<file path="config.mk">
export PLATFORM = sky130hd
export DESIGN_NAME = mcrb_cfg_bank
export DESIGN_NICKNAME = d
export VERILOG_FILES = /design/src/mcrb_pkg.sv /design/src/mcrb_cfg_bank.sv /design/src/mcrb_cfg_mem.sv /design/src/mcrb_crc8.sv
export SDC_FILE = /design/constraint.sdc
export NUM_CORES = 2
export LEC_CHECK = 0
export BUFFER_PORTS_ARGS = -buffer_cell sky130_fd_sc_hd__buf_2
export CELL_PAD_IN_SITES_DETAIL_PLACEMENT = 1
export CELL_PAD_IN_SITES_GLOBAL_PLACEMENT = 1
export CORE_UTILIZATION = 44
export CTS_CLUSTER_SIZE = 14
export DETAILED_ROUTE_END_ITERATION = 10
export GPL_TIMING_DRIVEN = 0
export HOLD_SLACK_MARGIN = 0.02
export PLACE_DENSITY = 0.77
export SLEW_MARGIN = 30
export SYNTH_ARGS = -nofsm -noshare
export SYNTH_HDL_FRONTEND = slang
export SYNTH_SLANG_ARGS = --single-unit
</file>
<file path="constraint.sdc">
create_clock -name mclk_i -period 26.4 [get_ports mclk_i]
set_clock_uncertainty 0.1 [all_clocks]
set_input_delay 1.32 -clock mclk_i [delete_from_list [all_inputs] [get_ports mclk_i]]
set_output_delay 1.32 -clock mclk_i [all_outputs]
set_load 0.02 [all_outputs]
</file>
<file path="src/mcrb_pkg.sv">
// Package for the configuration register bank with packet check byte.
// Assumes an I2C target framing layer delivers bytes and start/stop events.
package mcrb_pkg;

  // ----------------------------------------------------------------
  // Register bank
  // ----------------------------------------------------------------
  localparam int          CFG_NUM    = 14;
  localparam int          WORD_W     = 32;
  localparam int          HALF_W     = 16;
  localparam logic [31:0] CFG_RESET  = 32'h0000_0000;
  localparam logic [3:0]  SEC_CFG    = 4'h0;
  localparam logic [3:0]  PAGE_CFG   = 4'h0;
  localparam logic [11:0] CFG_STRIDE = 12'h002;
  // Entry 0 first: isd, reverse, spin-up a/b, loop a-d, speed curve a-f
  localparam logic [CFG_NUM-1:0][11:0] CFG_OFFSET = {
    12'h09E, 12'h09C, 12'h09A, 12'h098, 12'h096, 12'h094, 12'h08E,
    12'h08C, 12'h08A, 12'h088, 12'h086, 12'h084, 12'h082, 12'h080};

  // ----------------------------------------------------------------
  // Packet check byte
  // ----------------------------------------------------------------
  localparam logic [7:0] CRC_POLY = 8'h07;
  localparam logic [7:0] CRC_INIT = 8'hFF;

  // ----------------------------------------------------------------
  // Control word layout and packet lengths
  // ----------------------------------------------------------------
  localparam int         CW_RW      = 23;
  localparam int         CW_CRC     = 22;
  localparam int         CW_DLEN_HI = 21;
  localparam int         CW_DLEN_LO = 20;
  localparam int         CW_SEC_HI  = 19;
  localparam int         CW_SEC_LO  = 16;
  localparam int         CW_PAGE_HI = 15;
  localparam int         CW_PAGE_LO = 12;
  localparam int         CW_ADDR_HI = 11;
  localparam logic [1:0] DLEN_16    = 2'h0;
  localparam logic [1:0] DLEN_32    = 2'h1;
  localparam logic [1:0] DLEN_64    = 2'h2;
  localparam logic [3:0] NB_16      = 4'h2;
  localparam logic [3:0] NB_32      = 4'h4;
  localparam logic [3:0] NB_64      = 4'h8;
  localparam logic [3:0] HDR_BYTES  = 4'h4;
  localparam logic [3:0] CNT_MAX    = 4'hF;

  // ----------------------------------------------------------------
  // Initial speed detect fields
  // ----------------------------------------------------------------
  localparam int ISD_PARITY  = 31;
  localparam int SPEED_DETECT_ON      = 30;
  localparam int ISD_BRAKE   = 29;
  localparam int ISD_FLOAT   = 28;
  localparam int ISD_REVERSE = 27;
  localparam int ISD_RESYNC  = 26;
  localparam int ISD_THR_HI  = 25;
  localparam int ISD_THR_LO  = 22;
  localparam int ISD_LEG     = 21;
  localparam int ISD_BRK_HI  = 16;
  localparam int ISD_BRK_LO  = 13;
  localparam int ISD_FLT_HI  = 12;
  localparam int ISD_FLT_LO  = 9;
  localparam int ISD_STL_HI  = 8;
  localparam int ISD_STL_LO  = 6;
  localparam int ISD_HND_HI  = 5;
  localparam int ISD_HND_LO  = 2;
  localparam int ISD_OLC_HI  = 1;
  localparam int ISD_OLC_LO  = 0;

  // Durations in ms, code 0 last: 10 ms up to 15 s
  localparam logic [15:0][13:0] DUR_MS = {
    14'h3A98, 14'h2710, 14'h1D4C, 14'h1388, 14'h0FA0, 14'h0BB8, 14'h07D0, 14'h03E8,
    14'h02EE, 14'h01F4, 14'h0190, 14'h012C, 14'h00C8, 14'h0064, 14'h0032, 14'h000A};

  typedef enum logic [2:0] {
    ST_IDLE, ST_WR0, ST_WR1, ST_RD0, ST_RD1, ST_RD2, ST_TX
  } mcrb_state_t;

endpackage
</file>
<file path="src/mcrb_cfg_bank.sv">
// Configuration register bank reached by I2C packets with optional check byte.
// Assumes a framing layer: one rx strobe per byte, address bytes flagged,
// stop as a pulse, and a tx byte handshake for read data.
`timescale 1ns/1ps
module mcrb_cfg_bank import mcrb_pkg::*; (
  // Clock, reset, enable
  input  wire logic        mclk_i,
  input  wire logic        nrst_i,
  input  wire logic        en_i,
  // Received bytes
  input  wire logic        rx_valid_i,
  input  wire logic        rx_addr_i,
  input  wire logic [7:0]  rx_byte_i,
  input  wire logic        stop_i,
  // Read data out
  output logic             tx_valid_o,
  output logic      [7:0]  tx_byte_o,
  input  wire logic        tx_ack_i,
  // Events
  output logic             wr_done_o,
  output logic             crc_err_o,
  // Initial speed detect settings
  output logic             parity_o,
  output logic             speed_detect_on_o,
  output logic             braking_on_o,
  output logic             float_outputs_on_o,
  output logic             reverse_spin_on_o,
  output logic             resync_on_o,
  output logic      [3:0]  forward_resync_threshold_o,
  output logic             braking_leg_select_o,
  output logic      [3:0]  braking_duration_o,
  output logic      [13:0] braking_ms_o,
  output logic      [3:0]  float_duration_o,
  output logic      [13:0] float_ms_o,
  output logic      [2:0]  standstill_threshold_o,
  output logic      [3:0]  reverse_handoff_threshold_o,
  output logic      [1:0]  reverse_open_loop_current_o
);

  // ----------------------------------------------------------------
  // Reset release
  // ----------------------------------------------------------------
  logic rst_meta_r;
  logic rst_n_r;

  always_ff @(posedge mclk_i or negedge nrst_i) begin
    if (!nrst_i) begin
      rst_meta_r <= 1'b0;
      rst_n_r    <= 1'b0;
    end else begin
      rst_meta_r <= 1'b1;
      rst_n_r    <= rst_meta_r;
    end
  end

  // ----------------------------------------------------------------
  // Declarations
  // ----------------------------------------------------------------
  mcrb_state_t       st_r;
  logic [3:0]        cnt_r;
  logic [23:0]       cw_r;
  logic [23:0]       cw_nxt;
  logic [63:0]       wbuf_r;
  logic [63:0]       tbuf_r;
  logic [7:0]        crc_r;
  logic [7:0]        crc_cw_r;
  logic              crc_ok_r;
  logic              rd_armed_r;
  logic [3:0]        ptr_r;
  logic [3:0]        ptr_nxt;
  logic [7:0]        tx_byte_r;
  logic [7:0]        crc_src;
  logic [7:0]        crc_dat;
  logic [7:0]        crc_out;
  logic [3:0]        nbyt;
  logic [3:0]        wr_len;
  logic [3:0]        data_pos;
  logic [4:0]        map0;
  logic [4:0]        map1;
  logic              cw_crc;
  logic              cw_read;
  logic              open_st;
  logic              new_pkt;
  logic              rd_addr;
  logic              rx_data;
  logic              crc_pos;
  logic              stop_ev;
  logic              len_ok;
  logic              commit_go;
  logic              tx_step;
  logic              tx_last;
  logic              mem_we;
  logic [3:0]        mem_widx;
  logic [1:0]        mem_wmask;
  logic [WORD_W-1:0] mem_wdata;
  logic [3:0]        mem_ridx;
  logic [WORD_W-1:0] mem_rdata;
  logic [WORD_W-1:0] isd_w;

  // ----------------------------------------------------------------
  // Decode helpers
  // ----------------------------------------------------------------
  function automatic logic [3:0] dlen_bytes(input logic [1:0] d);
    logic [3:0] n;
    n = 4'h0;
    unique case (d)
      DLEN_16: n = NB_16;
      DLEN_32: n = NB_32;
      DLEN_64: n = NB_64;
      default: n = 4'h0;
    endcase
    return n;
  endfunction

  function automatic logic [4:0] map_off(input logic [3:0] sec, input logic [3:0] page,
                                         input logic [11:0] off);
    logic [4:0] r;
    r = 5'h00;
    for (int i = 0; i < CFG_NUM; i++) begin
      if (sec == SEC_CFG && page == PAGE_CFG && off == CFG_OFFSET[i]) begin
        r = {1'b1, 4'(i)};
      end
    end
    return r;
  endfunction

  assign cw_nxt   = {cw_r[15:0], rx_byte_i};
  assign cw_crc   = cw_r[CW_CRC];
  assign cw_read  = cw_r[CW_RW];
  assign nbyt     = dlen_bytes(cw_r[CW_DLEN_HI:CW_DLEN_LO]);
  assign wr_len   = 4'(HDR_BYTES + nbyt + {3'b000, cw_crc});
  assign data_pos = 4'(cnt_r - HDR_BYTES);
  assign map0     = map_off(cw_r[CW_SEC_HI:CW_SEC_LO], cw_r[CW_PAGE_HI:CW_PAGE_LO],
                            cw_r[CW_ADDR_HI:0]);
  assign map1     = map_off(cw_r[CW_SEC_HI:CW_SEC_LO], cw_r[CW_PAGE_HI:CW_PAGE_LO],
                            12'(cw_r[CW_ADDR_HI:0] + CFG_STRIDE));

  // ----------------------------------------------------------------
  // Byte events
  // ----------------------------------------------------------------
  // Address bytes win over a tx acknowledge in the same cycle
  assign open_st   = (st_r == ST_IDLE) || (st_r == ST_TX);
  assign new_pkt   = en_i && rx_valid_i && rx_addr_i && !rx_byte_i[0] && open_st;
  assign rd_addr   = en_i && rx_valid_i && rx_addr_i && rx_byte_i[0] && open_st && rd_armed_r;
  assign rx_data   = en_i && rx_valid_i && !rx_addr_i && (st_r == ST_IDLE) && (cnt_r != 4'h0);
  assign crc_pos   = rx_data && !cw_read && cw_crc && (cnt_r == 4'(HDR_BYTES + nbyt));
  assign stop_ev   = en_i && stop_i && (st_r == ST_IDLE) && (cnt_r != 4'h0) && !cw_read;
  assign len_ok    = (nbyt != 4'h0) && (cnt_r == wr_len);
  assign commit_go = stop_ev && len_ok && (!cw_crc || crc_ok_r) && map0[4];
  assign tx_step   = en_i && (st_r == ST_TX) && tx_ack_i && !rd_addr && !new_pkt;
  assign ptr_nxt   = 4'(ptr_r + 4'h1);
  assign tx_last   = (ptr_r == nbyt) || (!cw_crc && ptr_nxt == nbyt);

  // ----------------------------------------------------------------
  // Check byte accumulator
  // ----------------------------------------------------------------
  // A read resumes from the value held after the control word, so a retried
  // read address restarts the sum correctly without the control bytes again
  always_comb begin
    crc_src = crc_r;
    crc_dat = tx_byte_r;
    if (new_pkt) begin
      crc_src = CRC_INIT;
    end else if (rd_addr) begin
      crc_src = crc_cw_r;
    end
    if (new_pkt || rd_addr || rx_data) begin
      crc_dat = rx_byte_i;
    end
  end

  mcrb_crc8 u_crc (
    .crc_i  (crc_src),
    .data_i (crc_dat),
    .crc_o  (crc_out)
  );

  always_ff @(posedge mclk_i or negedge rst_n_r) begin
    if (!rst_n_r) begin
      crc_r    <= CRC_INIT;
      crc_cw_r <= CRC_INIT;
      crc_ok_r <= 1'b0;
    end else if (en_i) begin
      if (new_pkt || rd_addr || (rx_data && !crc_pos)) begin
        crc_r <= crc_out;
      end else if (tx_step && ptr_r < nbyt) begin
        crc_r <= crc_out;
      end
      if (rx_data && cnt_r == 4'(HDR_BYTES - 4'h1)) begin
        crc_cw_r <= crc_out;
      end
      if (new_pkt) begin
        crc_ok_r <= 1'b0;
      end else if (crc_pos) begin
        crc_ok_r <= (crc_r == rx_byte_i);
      end
    end
  end

  // ----------------------------------------------------------------
  // Packet reception
  // ----------------------------------------------------------------
  always_ff @(posedge mclk_i or negedge rst_n_r) begin
    if (!rst_n_r) begin
      cnt_r      <= 4'h0;
      cw_r       <= 24'h00_0000;
      wbuf_r     <= 64'h0000_0000_0000_0000;
      rd_armed_r <= 1'b0;
    end else if (en_i) begin
      if (new_pkt) begin
        cnt_r      <= 4'h1;
        rd_armed_r <= 1'b0;
      end else if (stop_i && st_r == ST_IDLE) begin
        cnt_r <= 4'h0;
      end else if (rx_data) begin
        if (cnt_r != CNT_MAX) begin
          cnt_r <= 4'(cnt_r + 4'h1);
        end
        if (cnt_r < HDR_BYTES) begin
          cw_r <= cw_nxt;
        end
        if (cnt_r == 4'(HDR_BYTES - 4'h1)) begin
          rd_armed_r <= cw_nxt[CW_RW];
        end else if (cnt_r >= HDR_BYTES && cw_read) begin
          rd_armed_r <= 1'b0;
        end
        if (cnt_r >= HDR_BYTES && data_pos < NB_64) begin
          wbuf_r[{data_pos[2:0], 3'b000} +: 8] <= rx_byte_i;
        end
      end else if (tx_step && tx_last) begin
        rd_armed_r <= 1'b0;
      end
    end
  end

  // ----------------------------------------------------------------
  // Sequencer
  // ----------------------------------------------------------------
  always_ff @(posedge mclk_i or negedge rst_n_r) begin
    if (!rst_n_r) begin
      st_r <= ST_IDLE;
    end else if (en_i) begin
      unique case (st_r)
        ST_IDLE: begin
          if (rd_addr) begin
            st_r <= ST_RD0;
          end else if (commit_go) begin
            st_r <= ST_WR0;
          end
        end
        ST_WR0: st_r <= (nbyt == NB_64 && map1[4]) ? ST_WR1 : ST_IDLE;
        ST_WR1: st_r <= ST_IDLE;
        ST_RD0: st_r <= ST_RD1;
        ST_RD1: st_r <= ST_RD2;
        ST_RD2: st_r <= ST_TX;
        ST_TX: begin
          if (rd_addr) begin
            st_r <= ST_RD0;
          end else if (new_pkt || stop_i || (tx_step && tx_last)) begin
            st_r <= ST_IDLE;
          end
        end
      endcase
    end
  end

  // ----------------------------------------------------------------
  // Storage port
  // ----------------------------------------------------------------
  // Only listed offsets are ever written; other locations stay untouched
  assign mem_we    = (st_r == ST_WR0 && map0[4]) || (st_r == ST_WR1 && map1[4]);
  assign mem_widx  = (st_r == ST_WR1) ? map1[3:0] : map0[3:0];
  assign mem_wmask = (nbyt == NB_16) ? 2'h1 : 2'h3;
  assign mem_wdata = (st_r == ST_WR1) ? wbuf_r[63:32] : wbuf_r[31:0];
  assign mem_ridx  = (st_r == ST_RD1) ? map1[3:0] : map0[3:0];

  mcrb_cfg_mem u_mem (
    .clk_i   (mclk_i),
    .rst_n_i (rst_n_r),
    .en_i    (en_i),
    .we_i    (mem_we),
    .widx_i  (mem_widx),
    .wmask_i (mem_wmask),
    .wdata_i (mem_wdata),
    .ridx_i  (mem_ridx),
    .rdata_o (mem_rdata),
    .word0_o (isd_w)
  );

  // ----------------------------------------------------------------
  // Read data and transmit
  // ----------------------------------------------------------------
  // Unlisted offsets read back as zero
  always_ff @(posedge mclk_i or negedge rst_n_r) begin
    if (!rst_n_r) begin
      tbuf_r    <= 64'h0000_0000_0000_0000;
      ptr_r     <= 4'h0;
      tx_byte_r <= 8'h00;
    end else if (en_i) begin
      if (st_r == ST_RD1) begin
        tbuf_r[31:0] <= map0[4] ? mem_rdata : CFG_RESET;
        if (nbyt == NB_16) begin
          tbuf_r[31:HALF_W] <= 16'h0000;
        end
      end else if (st_r == ST_RD2) begin
        tbuf_r[63:32] <= map1[4] ? mem_rdata : CFG_RESET;
        tx_byte_r     <= tbuf_r[7:0];
        ptr_r         <= 4'h0;
      end else if (tx_step) begin
        ptr_r <= ptr_nxt;
        if (ptr_nxt < nbyt) begin
          tx_byte_r <= tbuf_r[{ptr_nxt[2:0], 3'b000} +: 8];
        end else if (cw_crc && ptr_nxt == nbyt) begin
          tx_byte_r <= crc_out;
        end
      end
    end
  end

  assign tx_valid_o = (st_r == ST_TX);
  assign tx_byte_o  = tx_byte_r;

  // ----------------------------------------------------------------
  // Event pulses
  // ----------------------------------------------------------------
  always_ff @(posedge mclk_i or negedge rst_n_r) begin
    if (!rst_n_r) begin
      wr_done_o <= 1'b0;
      crc_err_o <= 1'b0;
    end else if (en_i) begin
      wr_done_o <= (st_r == ST_WR0 && !(nbyt == NB_64 && map1[4])) || (st_r == ST_WR1);
      crc_err_o <= stop_ev && len_ok && cw_crc && !crc_ok_r;
    end
  end

  // ----------------------------------------------------------------
  // Initial speed detect settings
  // ----------------------------------------------------------------
  assign parity_o                    = isd_w[ISD_PARITY];
  assign speed_detect_on_o           = isd_w[SPEED_DETECT_ON];
  assign braking_on_o                = isd_w[ISD_BRAKE];
  assign float_outputs_on_o          = isd_w[ISD_FLOAT];
  assign reverse_spin_on_o           = isd_w[ISD_REVERSE];
  assign resync_on_o                 = isd_w[ISD_RESYNC];
  assign forward_resync_threshold_o  = isd_w[ISD_THR_HI:ISD_THR_LO];
  assign braking_leg_select_o        = isd_w[ISD_LEG];
  assign braking_duration_o          = isd_w[ISD_BRK_HI:ISD_BRK_LO];
  assign float_duration_o            = isd_w[ISD_FLT_HI:ISD_FLT_LO];
  assign standstill_threshold_o      = isd_w[ISD_STL_HI:ISD_STL_LO];
  assign reverse_handoff_threshold_o = isd_w[ISD_HND_HI:ISD_HND_LO];
  assign reverse_open_loop_current_o = isd_w[ISD_OLC_HI:ISD_OLC_LO];

  // Table lookups lag the register by one cycle
  always_ff @(posedge mclk_i or negedge rst_n_r) begin
    if (!rst_n_r) begin
      braking_ms_o <= DUR_MS[0];
      float_ms_o   <= DUR_MS[0];
    end else if (en_i) begin
      braking_ms_o <= DUR_MS[isd_w[ISD_BRK_HI:ISD_BRK_LO]];
      float_ms_o   <= DUR_MS[isd_w[ISD_FLT_HI:ISD_FLT_LO]];
    end
  end

endmodule // mcrb_cfg_bank

</file>
<file path="src/mcrb_cfg_mem.sv">
// Storage for the fourteen configuration words.
// Assumes a synchronised active-low reset and a clock enable from the bank.
`timescale 1ns/1ps
module mcrb_cfg_mem import mcrb_pkg::*; (
  // Clock and reset
  input  wire logic              clk_i,
  input  wire logic              rst_n_i,
  input  wire logic              en_i,
  // Write port, half-word lanes
  input  wire logic              we_i,
  input  wire logic [3:0]        widx_i,
  input  wire logic [1:0]        wmask_i,
  input  wire logic [WORD_W-1:0] wdata_i,
  // Registered read port
  input  wire logic [3:0]        ridx_i,
  output logic      [WORD_W-1:0] rdata_o,
  // Entry 0 always visible
  output logic      [WORD_W-1:0] word0_o
);

  logic [WORD_W-1:0] mem_r [CFG_NUM];

  // ----------------------------------------------------------------
  // Entries
  // ----------------------------------------------------------------
  // Entries without a defined reset still clear, so nothing starts unknown
  for (genvar g = 0; g < CFG_NUM; g++) begin : g_ent
    always_ff @(posedge clk_i or negedge rst_n_i) begin
      if (!rst_n_i) begin
        mem_r[g] <= CFG_RESET;
      end else if (en_i && we_i && widx_i == 4'(g)) begin
        if (wmask_i[0]) begin
          mem_r[g][HALF_W-1:0] <= wdata_i[HALF_W-1:0];
        end
        if (wmask_i[1]) begin
          mem_r[g][WORD_W-1:HALF_W] <= wdata_i[WORD_W-1:HALF_W];
        end
      end
    end
  end

  // ----------------------------------------------------------------
  // Read
  // ----------------------------------------------------------------
  always_ff @(posedge clk_i or negedge rst_n_i) begin
    if (!rst_n_i) begin
      rdata_o <= CFG_RESET;
    end else if (en_i) begin
      rdata_o <= (ridx_i < 4'(CFG_NUM)) ? mem_r[ridx_i] : CFG_RESET;
    end
  end

  assign word0_o = mem_r[0];

endmodule // mcrb_cfg_mem

</file>
<file path="src/mcrb_crc8.sv">
// One byte step of the packet check byte.
// Pure combinational; the caller holds the running value.
`timescale 1ns/1ps
module mcrb_crc8 import mcrb_pkg::*; (
  // Running value and byte
  input  wire logic [7:0] crc_i,
  input  wire logic [7:0] data_i,
  // Updated value
  output logic      [7:0] crc_o
);

  // ----------------------------------------------------------------
  // MSB first, no reflection, no final inversion
  // ----------------------------------------------------------------
  always_comb begin
    logic [7:0] c;
    c = crc_i ^ data_i;
    for (int b = 0; b < 8; b++) begin
      c = c[7] ? ({c[6:0], 1'b0} ^ CRC_POLY) : {c[6:0], 1'b0};
    end
    crc_o = c;
  end

endmodule // mcrb_crc8

</file>
# Word level (Yosys, flattened, before mapping)
# Memories as Yosys holds them, arrays and structs flattened. A register that Yosys moved wholly into a read port is not among the register bits.
# Index checks and enable logic that the tools add are counted.
# word_totals
ff_bits	673
romBits	448
input_bits	15
out_inout_bits	67
word_cells	376
n_memories	2
# mem_list
name	depth	width	rd	rd_clocked_by_memory_dff	write_ports	line	text
(name not given)	16	14	1	1	0	mcrb_cfg_bank.sv:360	float_ms_o <= DUR_MS[isd_w[ISD_FLT_HI:ISD_FLT_LO]];
(name not given)	16	14	1	1	0	mcrb_cfg_bank.sv:359	braking_ms_o <= DUR_MS[isd_w[ISD_BRK_HI:ISD_BRK_LO]];
# op_classes
addsub	7
magnitude_cmp	7
n_eq_ne	62
shifts	3
muxes	78
n_bitwise	13
reduce_logical	159
# ops
operator	n
12-bit by 8-bit == test with 1-bit output (second input constant)	28
32-bit 2-to-1 mux	6
5-bit 2-to-1 mux	28
32-bit binary-select mux with 4-bit select	1
1-bit logical AND	84
8-bit 2-to-1 mux	9
64-bit bitwise mux	1
2-bit AND reduction	32
8-bit by 8-bit variable shift with 64-bit output (first input constant)	1
64-bit by 7-bit indexed part select with 8-bit output	1
8-bit by 8-bit indexed part select with 64-bit output	1
3-bit 2-to-1 mux	12
4-bit 2-to-1 mux	8
4-bit == test (second input constant)	7
3-bit inverter	8
3-bit one-hot mux with 7 select lines	1
4-bit by 2-bit == test with 1-bit output (second input constant)	4
4-bit by 3-bit == test with 1-bit output (second input constant)	4
4-bit == test	4
16-bit 2-to-1 mux	1
12-bit by 2-bit adder with 12-bit output (second input constant)	1
4-bit zero test	3
4-bit one-hot mux with 3 select lines	1
3-bit AND reduction	4
36 further kinds	79

# Logic depth before layout (Yosys ltp)
# logic_depth
ltp_word	29
depth_mapped	15
mapped_depth_nobuf	11

# By module
# A second synthesis with hierarchy kept.
# unflattened
cells_unflattened	2561
area_unflattened_um2	33678.6
# modules_own_cells
module	n_inst	cells_per_inst	area_per_inst_um2	seq_area_each_um2
mcrb_cfg_mem	1	1476	22041.1	12011.5
mcrb_cfg_bank	1	1064	11431.0	5505.3
mcrb_crc8	1	21	206.4	0.0

# Least setup slack after synthesis
# OpenSTA, ideal clock, no wires.
# synth_path
path_kind	input to register
start	input port en_i
end	register wbuf_r[32]
setup_time_ns	0.125
arrival_time_ns	3.618
t_required_ns	26.175
setup_slack_ns	22.557
stages	10
path_buffers	3
cell_sequence	clkbuf_1 > nand2_1 > or4_1 > buf_2 > nor3_4 > nand2_1 > or3_1 > buf_2 > nor3_4 > mux2_2
# synth_between
elab_chain_cells	6
word_cells_on_any_way	9
classes_between	1 x bitwise; 8 x reduce/logical
# synth_rtl
element	line	text
from (decl)	mcrb_cfg_bank.sv:9	input wire logic en_i,
1-bit logical AND	mcrb_cfg_bank.sv:143, mcrb_cfg_bank.sv:145	
1-bit logical AND (3 in series)	mcrb_cfg_bank.sv:143	assign new_pkt = en_i && rx_valid_i && rx_addr_i && !rx_byte_i[0] && open_st;
1-bit inverter (no line)	-	
5-bit AND reduction (no line) (*)	-	
to (signal, indexed assignment)	mcrb_cfg_bank.sv:228	wbuf_r[{data_pos[2:0], 3'b000} +: 8] <= rx_byte_i;
to (decl)	mcrb_cfg_bank.sv:63	logic [63:0] wbuf_r;
# Mark *: on every way between the ends. The rest lies on a longest branch, timed or not.
# A chain may end at the register's enable or synchronous reset.

# Worst setup path after layout
# layout_path
start	register cw_r[1]
end	register u_mem.rdata_o[0]
# layout_between
elab_chain_cells	22
word_cells_on_any_way	86
classes_between	1 x add/sub; 1 x order compare; 26 x eq/ne; 31 x mux; 1 x bitwise; 26 x reduce/logical
# layout_rtl
element	line	text
from (decl)	mcrb_cfg_bank.sv:61	logic [23:0] cw_r;
from (signal assigned)	mcrb_cfg_bank.sv:220	cw_r <= cw_nxt;
12-bit by 2-bit adder with 12-bit output	mcrb_cfg_bank.sv:136	12'(cw_r[CW_ADDR_HI:0] + CFG_STRIDE));
12-bit by 8-bit == test with 1-bit output	mcrb_cfg_bank.sv:120	if (sec == SEC_CFG && page == PAGE_CFG && off == CFG_OFFSET[i]) begin
1-bit logical AND	mcrb_cfg_bank.sv:120	
5-bit 2-to-1 mux (13 in series)	mcrb_cfg_bank.sv:120	
4-bit 2-to-1 mux (*)	mcrb_cfg_bank.sv:275	assign mem_ridx = (st_r == ST_RD1) ? map1[3:0] : map0[3:0];
4-bit inverter with 5-bit output (implied by the code)	mcrb_cfg_mem.sv:49	rdata_o <= (ridx_i < 4'(CFG_NUM)) ? mem_r[ridx_i] : CFG_RESET;
32-bit binary-select mux with 4-bit select	mcrb_cfg_mem.sv:49	
32-bit 2-to-1 mux (implied by the code) (2 in series)	mcrb_cfg_mem.sv:49	
32-bit 2-to-1 mux (*)	mcrb_cfg_mem.sv:49	
to (signal assigned)	mcrb_cfg_mem.sv:49	
to (decl)	mcrb_cfg_mem.sv:16	output logic [WORD_W-1:0] rdata_o,
# Mark *: on every way between the ends. The rest lies on a longest branch, timed or not. The select of a mux whose other input is x is not followed.

==> summary.txt <==
Status
  – Status: finished, final reports clean

Floorplan
  – Ports: 82
  – Initial Util: 44.7%
  – Die width: 278 µm
  – Core ar.: 0.0748 mm²
  – Die H: 278 µm
  – Die ar.: 0.0772 mm²
  – # rows: 100

Detailed routing
  – DR DRC count: 0
  – Router iterations before antenna repair: 7
  – Initial DRC count: 2056
  – Wire length per cell: 26.6 µm
  – Routed vias/inst: 5.99
  – Routed WL: 117 mm
  – Post-DRT Antenna Nets: 0
  – Via Count: 26400

Synth
  – Post-Syn Instances: 3208
  – Post-synthesis instance area: 0.0335 mm²
  – #FFs+latches synth: 699
  – Post-synth EDFFs: 0
  – Seq/Total Area, Yosys: 52.3%
  – YS warnings: 0
  – Yosys top cell by area: dfrtp_1
  – Post-synth top area share: 50.8%
  – Syn_area_per_cell: 10.4 µm²
  – Ys flop type: dfrtp_1
  – Top post-synthesis cells by area: dfrtp_1 51%, mux2_2 9.1%, nand2_1 6.9%
  – Post-synthesis cell type count: 82
  – FFs w/ async S/R, synth: 100%

Power and ir drop
  – Leak: 17.1 nW
  – VDD IR-drop max: 48.6 µV
  – PD cells: 82.4 mW/mm²

Global route
  – Pin count of the biggest net entering global routing: 51
  – Initial antenna violation count: 4
  – First-pass GRT wire length: 177 mm
  – GRT overflow: 0
  – Vias in the first global route: 27700
  – Total GRT Usage: 30.5%

Placed design
  – Post-DP HPWL: 83.2 mm
  – Buffers on Ports: 74
  – GPL Wtd Cong: 0.879
  – DP Worst Slack: 21.22 ns

STA
  – TNS Setup: 0 ns
  – Final Hold Fails: 0
  – Final setup viols: 0
  – Min cycle time layout: 5.28 ns
  – Worst-Margin Slew: 1.04 ns
  – RSZ-0062 raised after global routing: no
  – Worst slew margin: 30.4%
  – Fin crit share: 20.0%
  – Final setup margin: 21.12 ns
  – WHS: 0.235 ns
  – Fmax: 190 MHz
  – Final Max Tran Viols: 0

Cells and area
  – Synth-to-Final Area Change: 13.7%
  – Final nets: 3427
  – Layout cells sized above 1: 20.1%

Clock network
  – Max Buffers Root-to-Sink: 3
  – Clock latency on the worst-skew pair: 0.65 ns
  – CTS Buf Count: 78
  – Clock root cell: clkbuf_16
  – Clock sink total: 699
  – Number of setup buffers added after CTS: 0
  – Hold_buf cts: 0
  – CTS tree: built
  – CTS H-Tree Depth: 3
  – Cts repair resizes: 0
  – Clock transition at path regs: 0.06 ns

Critical path
  – CP peak stage delay: 0.72 ns
  – Worst reg2reg setup slack: 21.12 ns
  – Critical Path Start Type: flip-flop
  – Critical Path RT: 26.79 ns
  – WP buf/inv: 2
  – Crit-path max FO: 10
  – Setup CP Type: flip-flop to flip-flop
  – Origin of the worst setup path: cw_r[1]$_DFFE_PN0P_
  – CP endpoint: u_mem.rdata_o[0]$_DFFE_PN0P_
  – CP arrival: 5.67 ns
  – Capturing point of the worst reg2reg path: u_mem.rdata_o[0]$_DFFE_PN0P_
  – Slowest library cell on the worst path: clkbuf_1
  – Levels on crit path: 12
  – Critical path's top delay family: compound AO/OA/AOI/OAI gates
  – Crit-path cells: ha_1, nor2b_1, nand2b_1, a221oi_1, nand2_1, o21ai_2, nand2b_1, clkbuf_1, clkbuf_1, a21oi_1, a211oi_1, nor3_1
  – Reg-to-reg startpoint: cw_r[1]$_DFFE_PN0P_
  – Worst setup EP type: flip-flop
  – Path depth of the worst reg2reg path: 12

Hold path
  – Hold Path Class: flip-flop to async pin

Job
  – Maxcap violations: 0
-- area by class of cell --
cell class	instances	area, µm²
antenna	1	2.50
buffer	270	1270
clock buffer	108	2230
clock inverter	29	335
fill	8188	36800
inverter	39	146
multi-input combinational	2201	14600
sequential	699	17500
tap	969	1210
timing repair buffer	91	777
-- cells in the mapped netlist, types with 3 or more instances --
master      n
buf_4      44
or3_1       7
o221a_2    29
dfrtp_1   679
nor4_1      6
nor3b_1     4
o21ai_0   348
dfstp_2    20
o31ai_1     3
nand4b_1    4
buf_2      35
nand2b_1   16
a211oi_1   32
clkbuf_1  175
nor3_4      4
nor2_2     13
o211a_1     3
buf_1      10
xor2_1     20
mux2_4     10
xnor2_1    16
o221ai_1    5
nand2_1   615
a22o_1     17
and2_1     11
mux4_2     16
nand4_1    28
ha_1       32
a31oi_1    13
buf_6       6
inv_1      38
mux2i_1   164
nor2b_1     7
a21oi_1   165
mux2_2    271
nand3_1    40
o21a_1      3
a31o_2      6
nor3_1     70
mux2_1     41
and3_1     10
o22ai_1    21
a21o_1      4
o211ai_1    7
nor2_1     89
-- per-layer routing --
| layer | vias to the layer above | share of wire [%] | global-route usage [%] |
|---|---|---|---|
| li1 | 11500 | - | - |
| met1 | 13800 | 42 | 39.5 |
| met2 | 847 | 48 | 49.9 |
| met3 | 267 | 5.8 | 4.77 |
| met4 | 4 | 4.9 | 14.6 |
| met5 | - | 0.023 | 0 |
-- metrics by stage --
step	power [mW]	utilization (%)	instance area, µm²	instances
after floorplan	1.72	-	33500	3209
after detailed placement	2.02	47.4	35500	4268
after global placement	2.00	46.8	35100	4252
final	3.13	50.9	38100	4407
after CTS	3.13	50.8	38000	4405
after global routing	3.24	50.9	38000	4406
-- worst reg2reg max path: stages (launching register included) --
cell and delay (ns):
dfrtp_1 0.41, ha_1 0.34, nor2b_1 0.29, nand2b_1 0.08, a221oi_1 0.66, nand2_1 0.15
o21ai_2 0.67, nand2b_1 0.19, clkbuf_1 0.54, clkbuf_1 0.72, a21oi_1 0.19, a211oi_1 0.65
nor3_1 0.14
-- where the power goes --
group	total, mW	leakage [nW]	internal [mW]	switching [mW]
clock network	1.11	1.26	0.650	0.461
registers	1.22	9.59	1.14	0.0859
logic	0.799	6.28	0.255	0.544
-- how the worst min path moves through the flow --
stage                              endpoint  slack [ns]  cells after the start
3_3_place_gp              rst_n_r$_DFF_PN0_        0.23                      0
4_1_cts        u_mem.mem_r[228]$_DFFE_PN0P_        0.25                      0
6_report       u_mem.word0_o[3]$_DFFE_PN0P_        0.23                      0
2_1_floorplan             rst_n_r$_DFF_PN0_        0.23                      0
3_5_place_dp   u_mem.word0_o[4]$_DFFE_PN0P_        0.24                      0
5_1_grt                   rst_n_r$_DFF_PN0_        0.25                      0
-- cells in the final DEF (no fill, tap or decap), types with 16 or more instances in the layout --
master and count:
dfrtp_1 678, mux2_1 41, mux2_2 271, a21oi_1 165, o221a_2 29, buf_2 109, xnor2_1 16, a211oi_1 32
dfstp_2 20, xor2_1 19, o22ai_1 21, buf_4 44, clkbuf_16 78, nand4_1 28, a22o_1 17, nand2b_1 16
nand2_1 615, mux4_2 16, ha_1 32, nor3_1 70, nor2_1 89, inv_1 38, clkbuf_1 187, o21ai_0 347
clkbuf_8 17, mux2i_1 164, nand3_1 40
-- logic make-up after synthesis --
logic type,Yosys count,share of synthesized area [%]
xor+xnor,37,0.991
flops,699,52.3
other cells,2,0.0224
simple gates,946,12.4
buf+inv,309,4.22
fa+ha+maj,32,1.20
compound gates,681,11.9
mux,502,16.9
-- registers in the layout, summed over array words and instances (netlist names), 3 cells and up --
register / cells
u_mem.rdata_o: 32
crc_cw_r: 8
cnt_r: 4
u_mem.mem_r: 416
tx_byte_o: 8
st_r: 3
ptr_r: 4
u_mem.word0_o: 32
cw_r: 24
tbuf_r: 64
crc_r: 8
wbuf_r: 64
braking_ms_o: 13
float_ms_o: 13
Note: power is estimated with default switching activity, not from simulation.
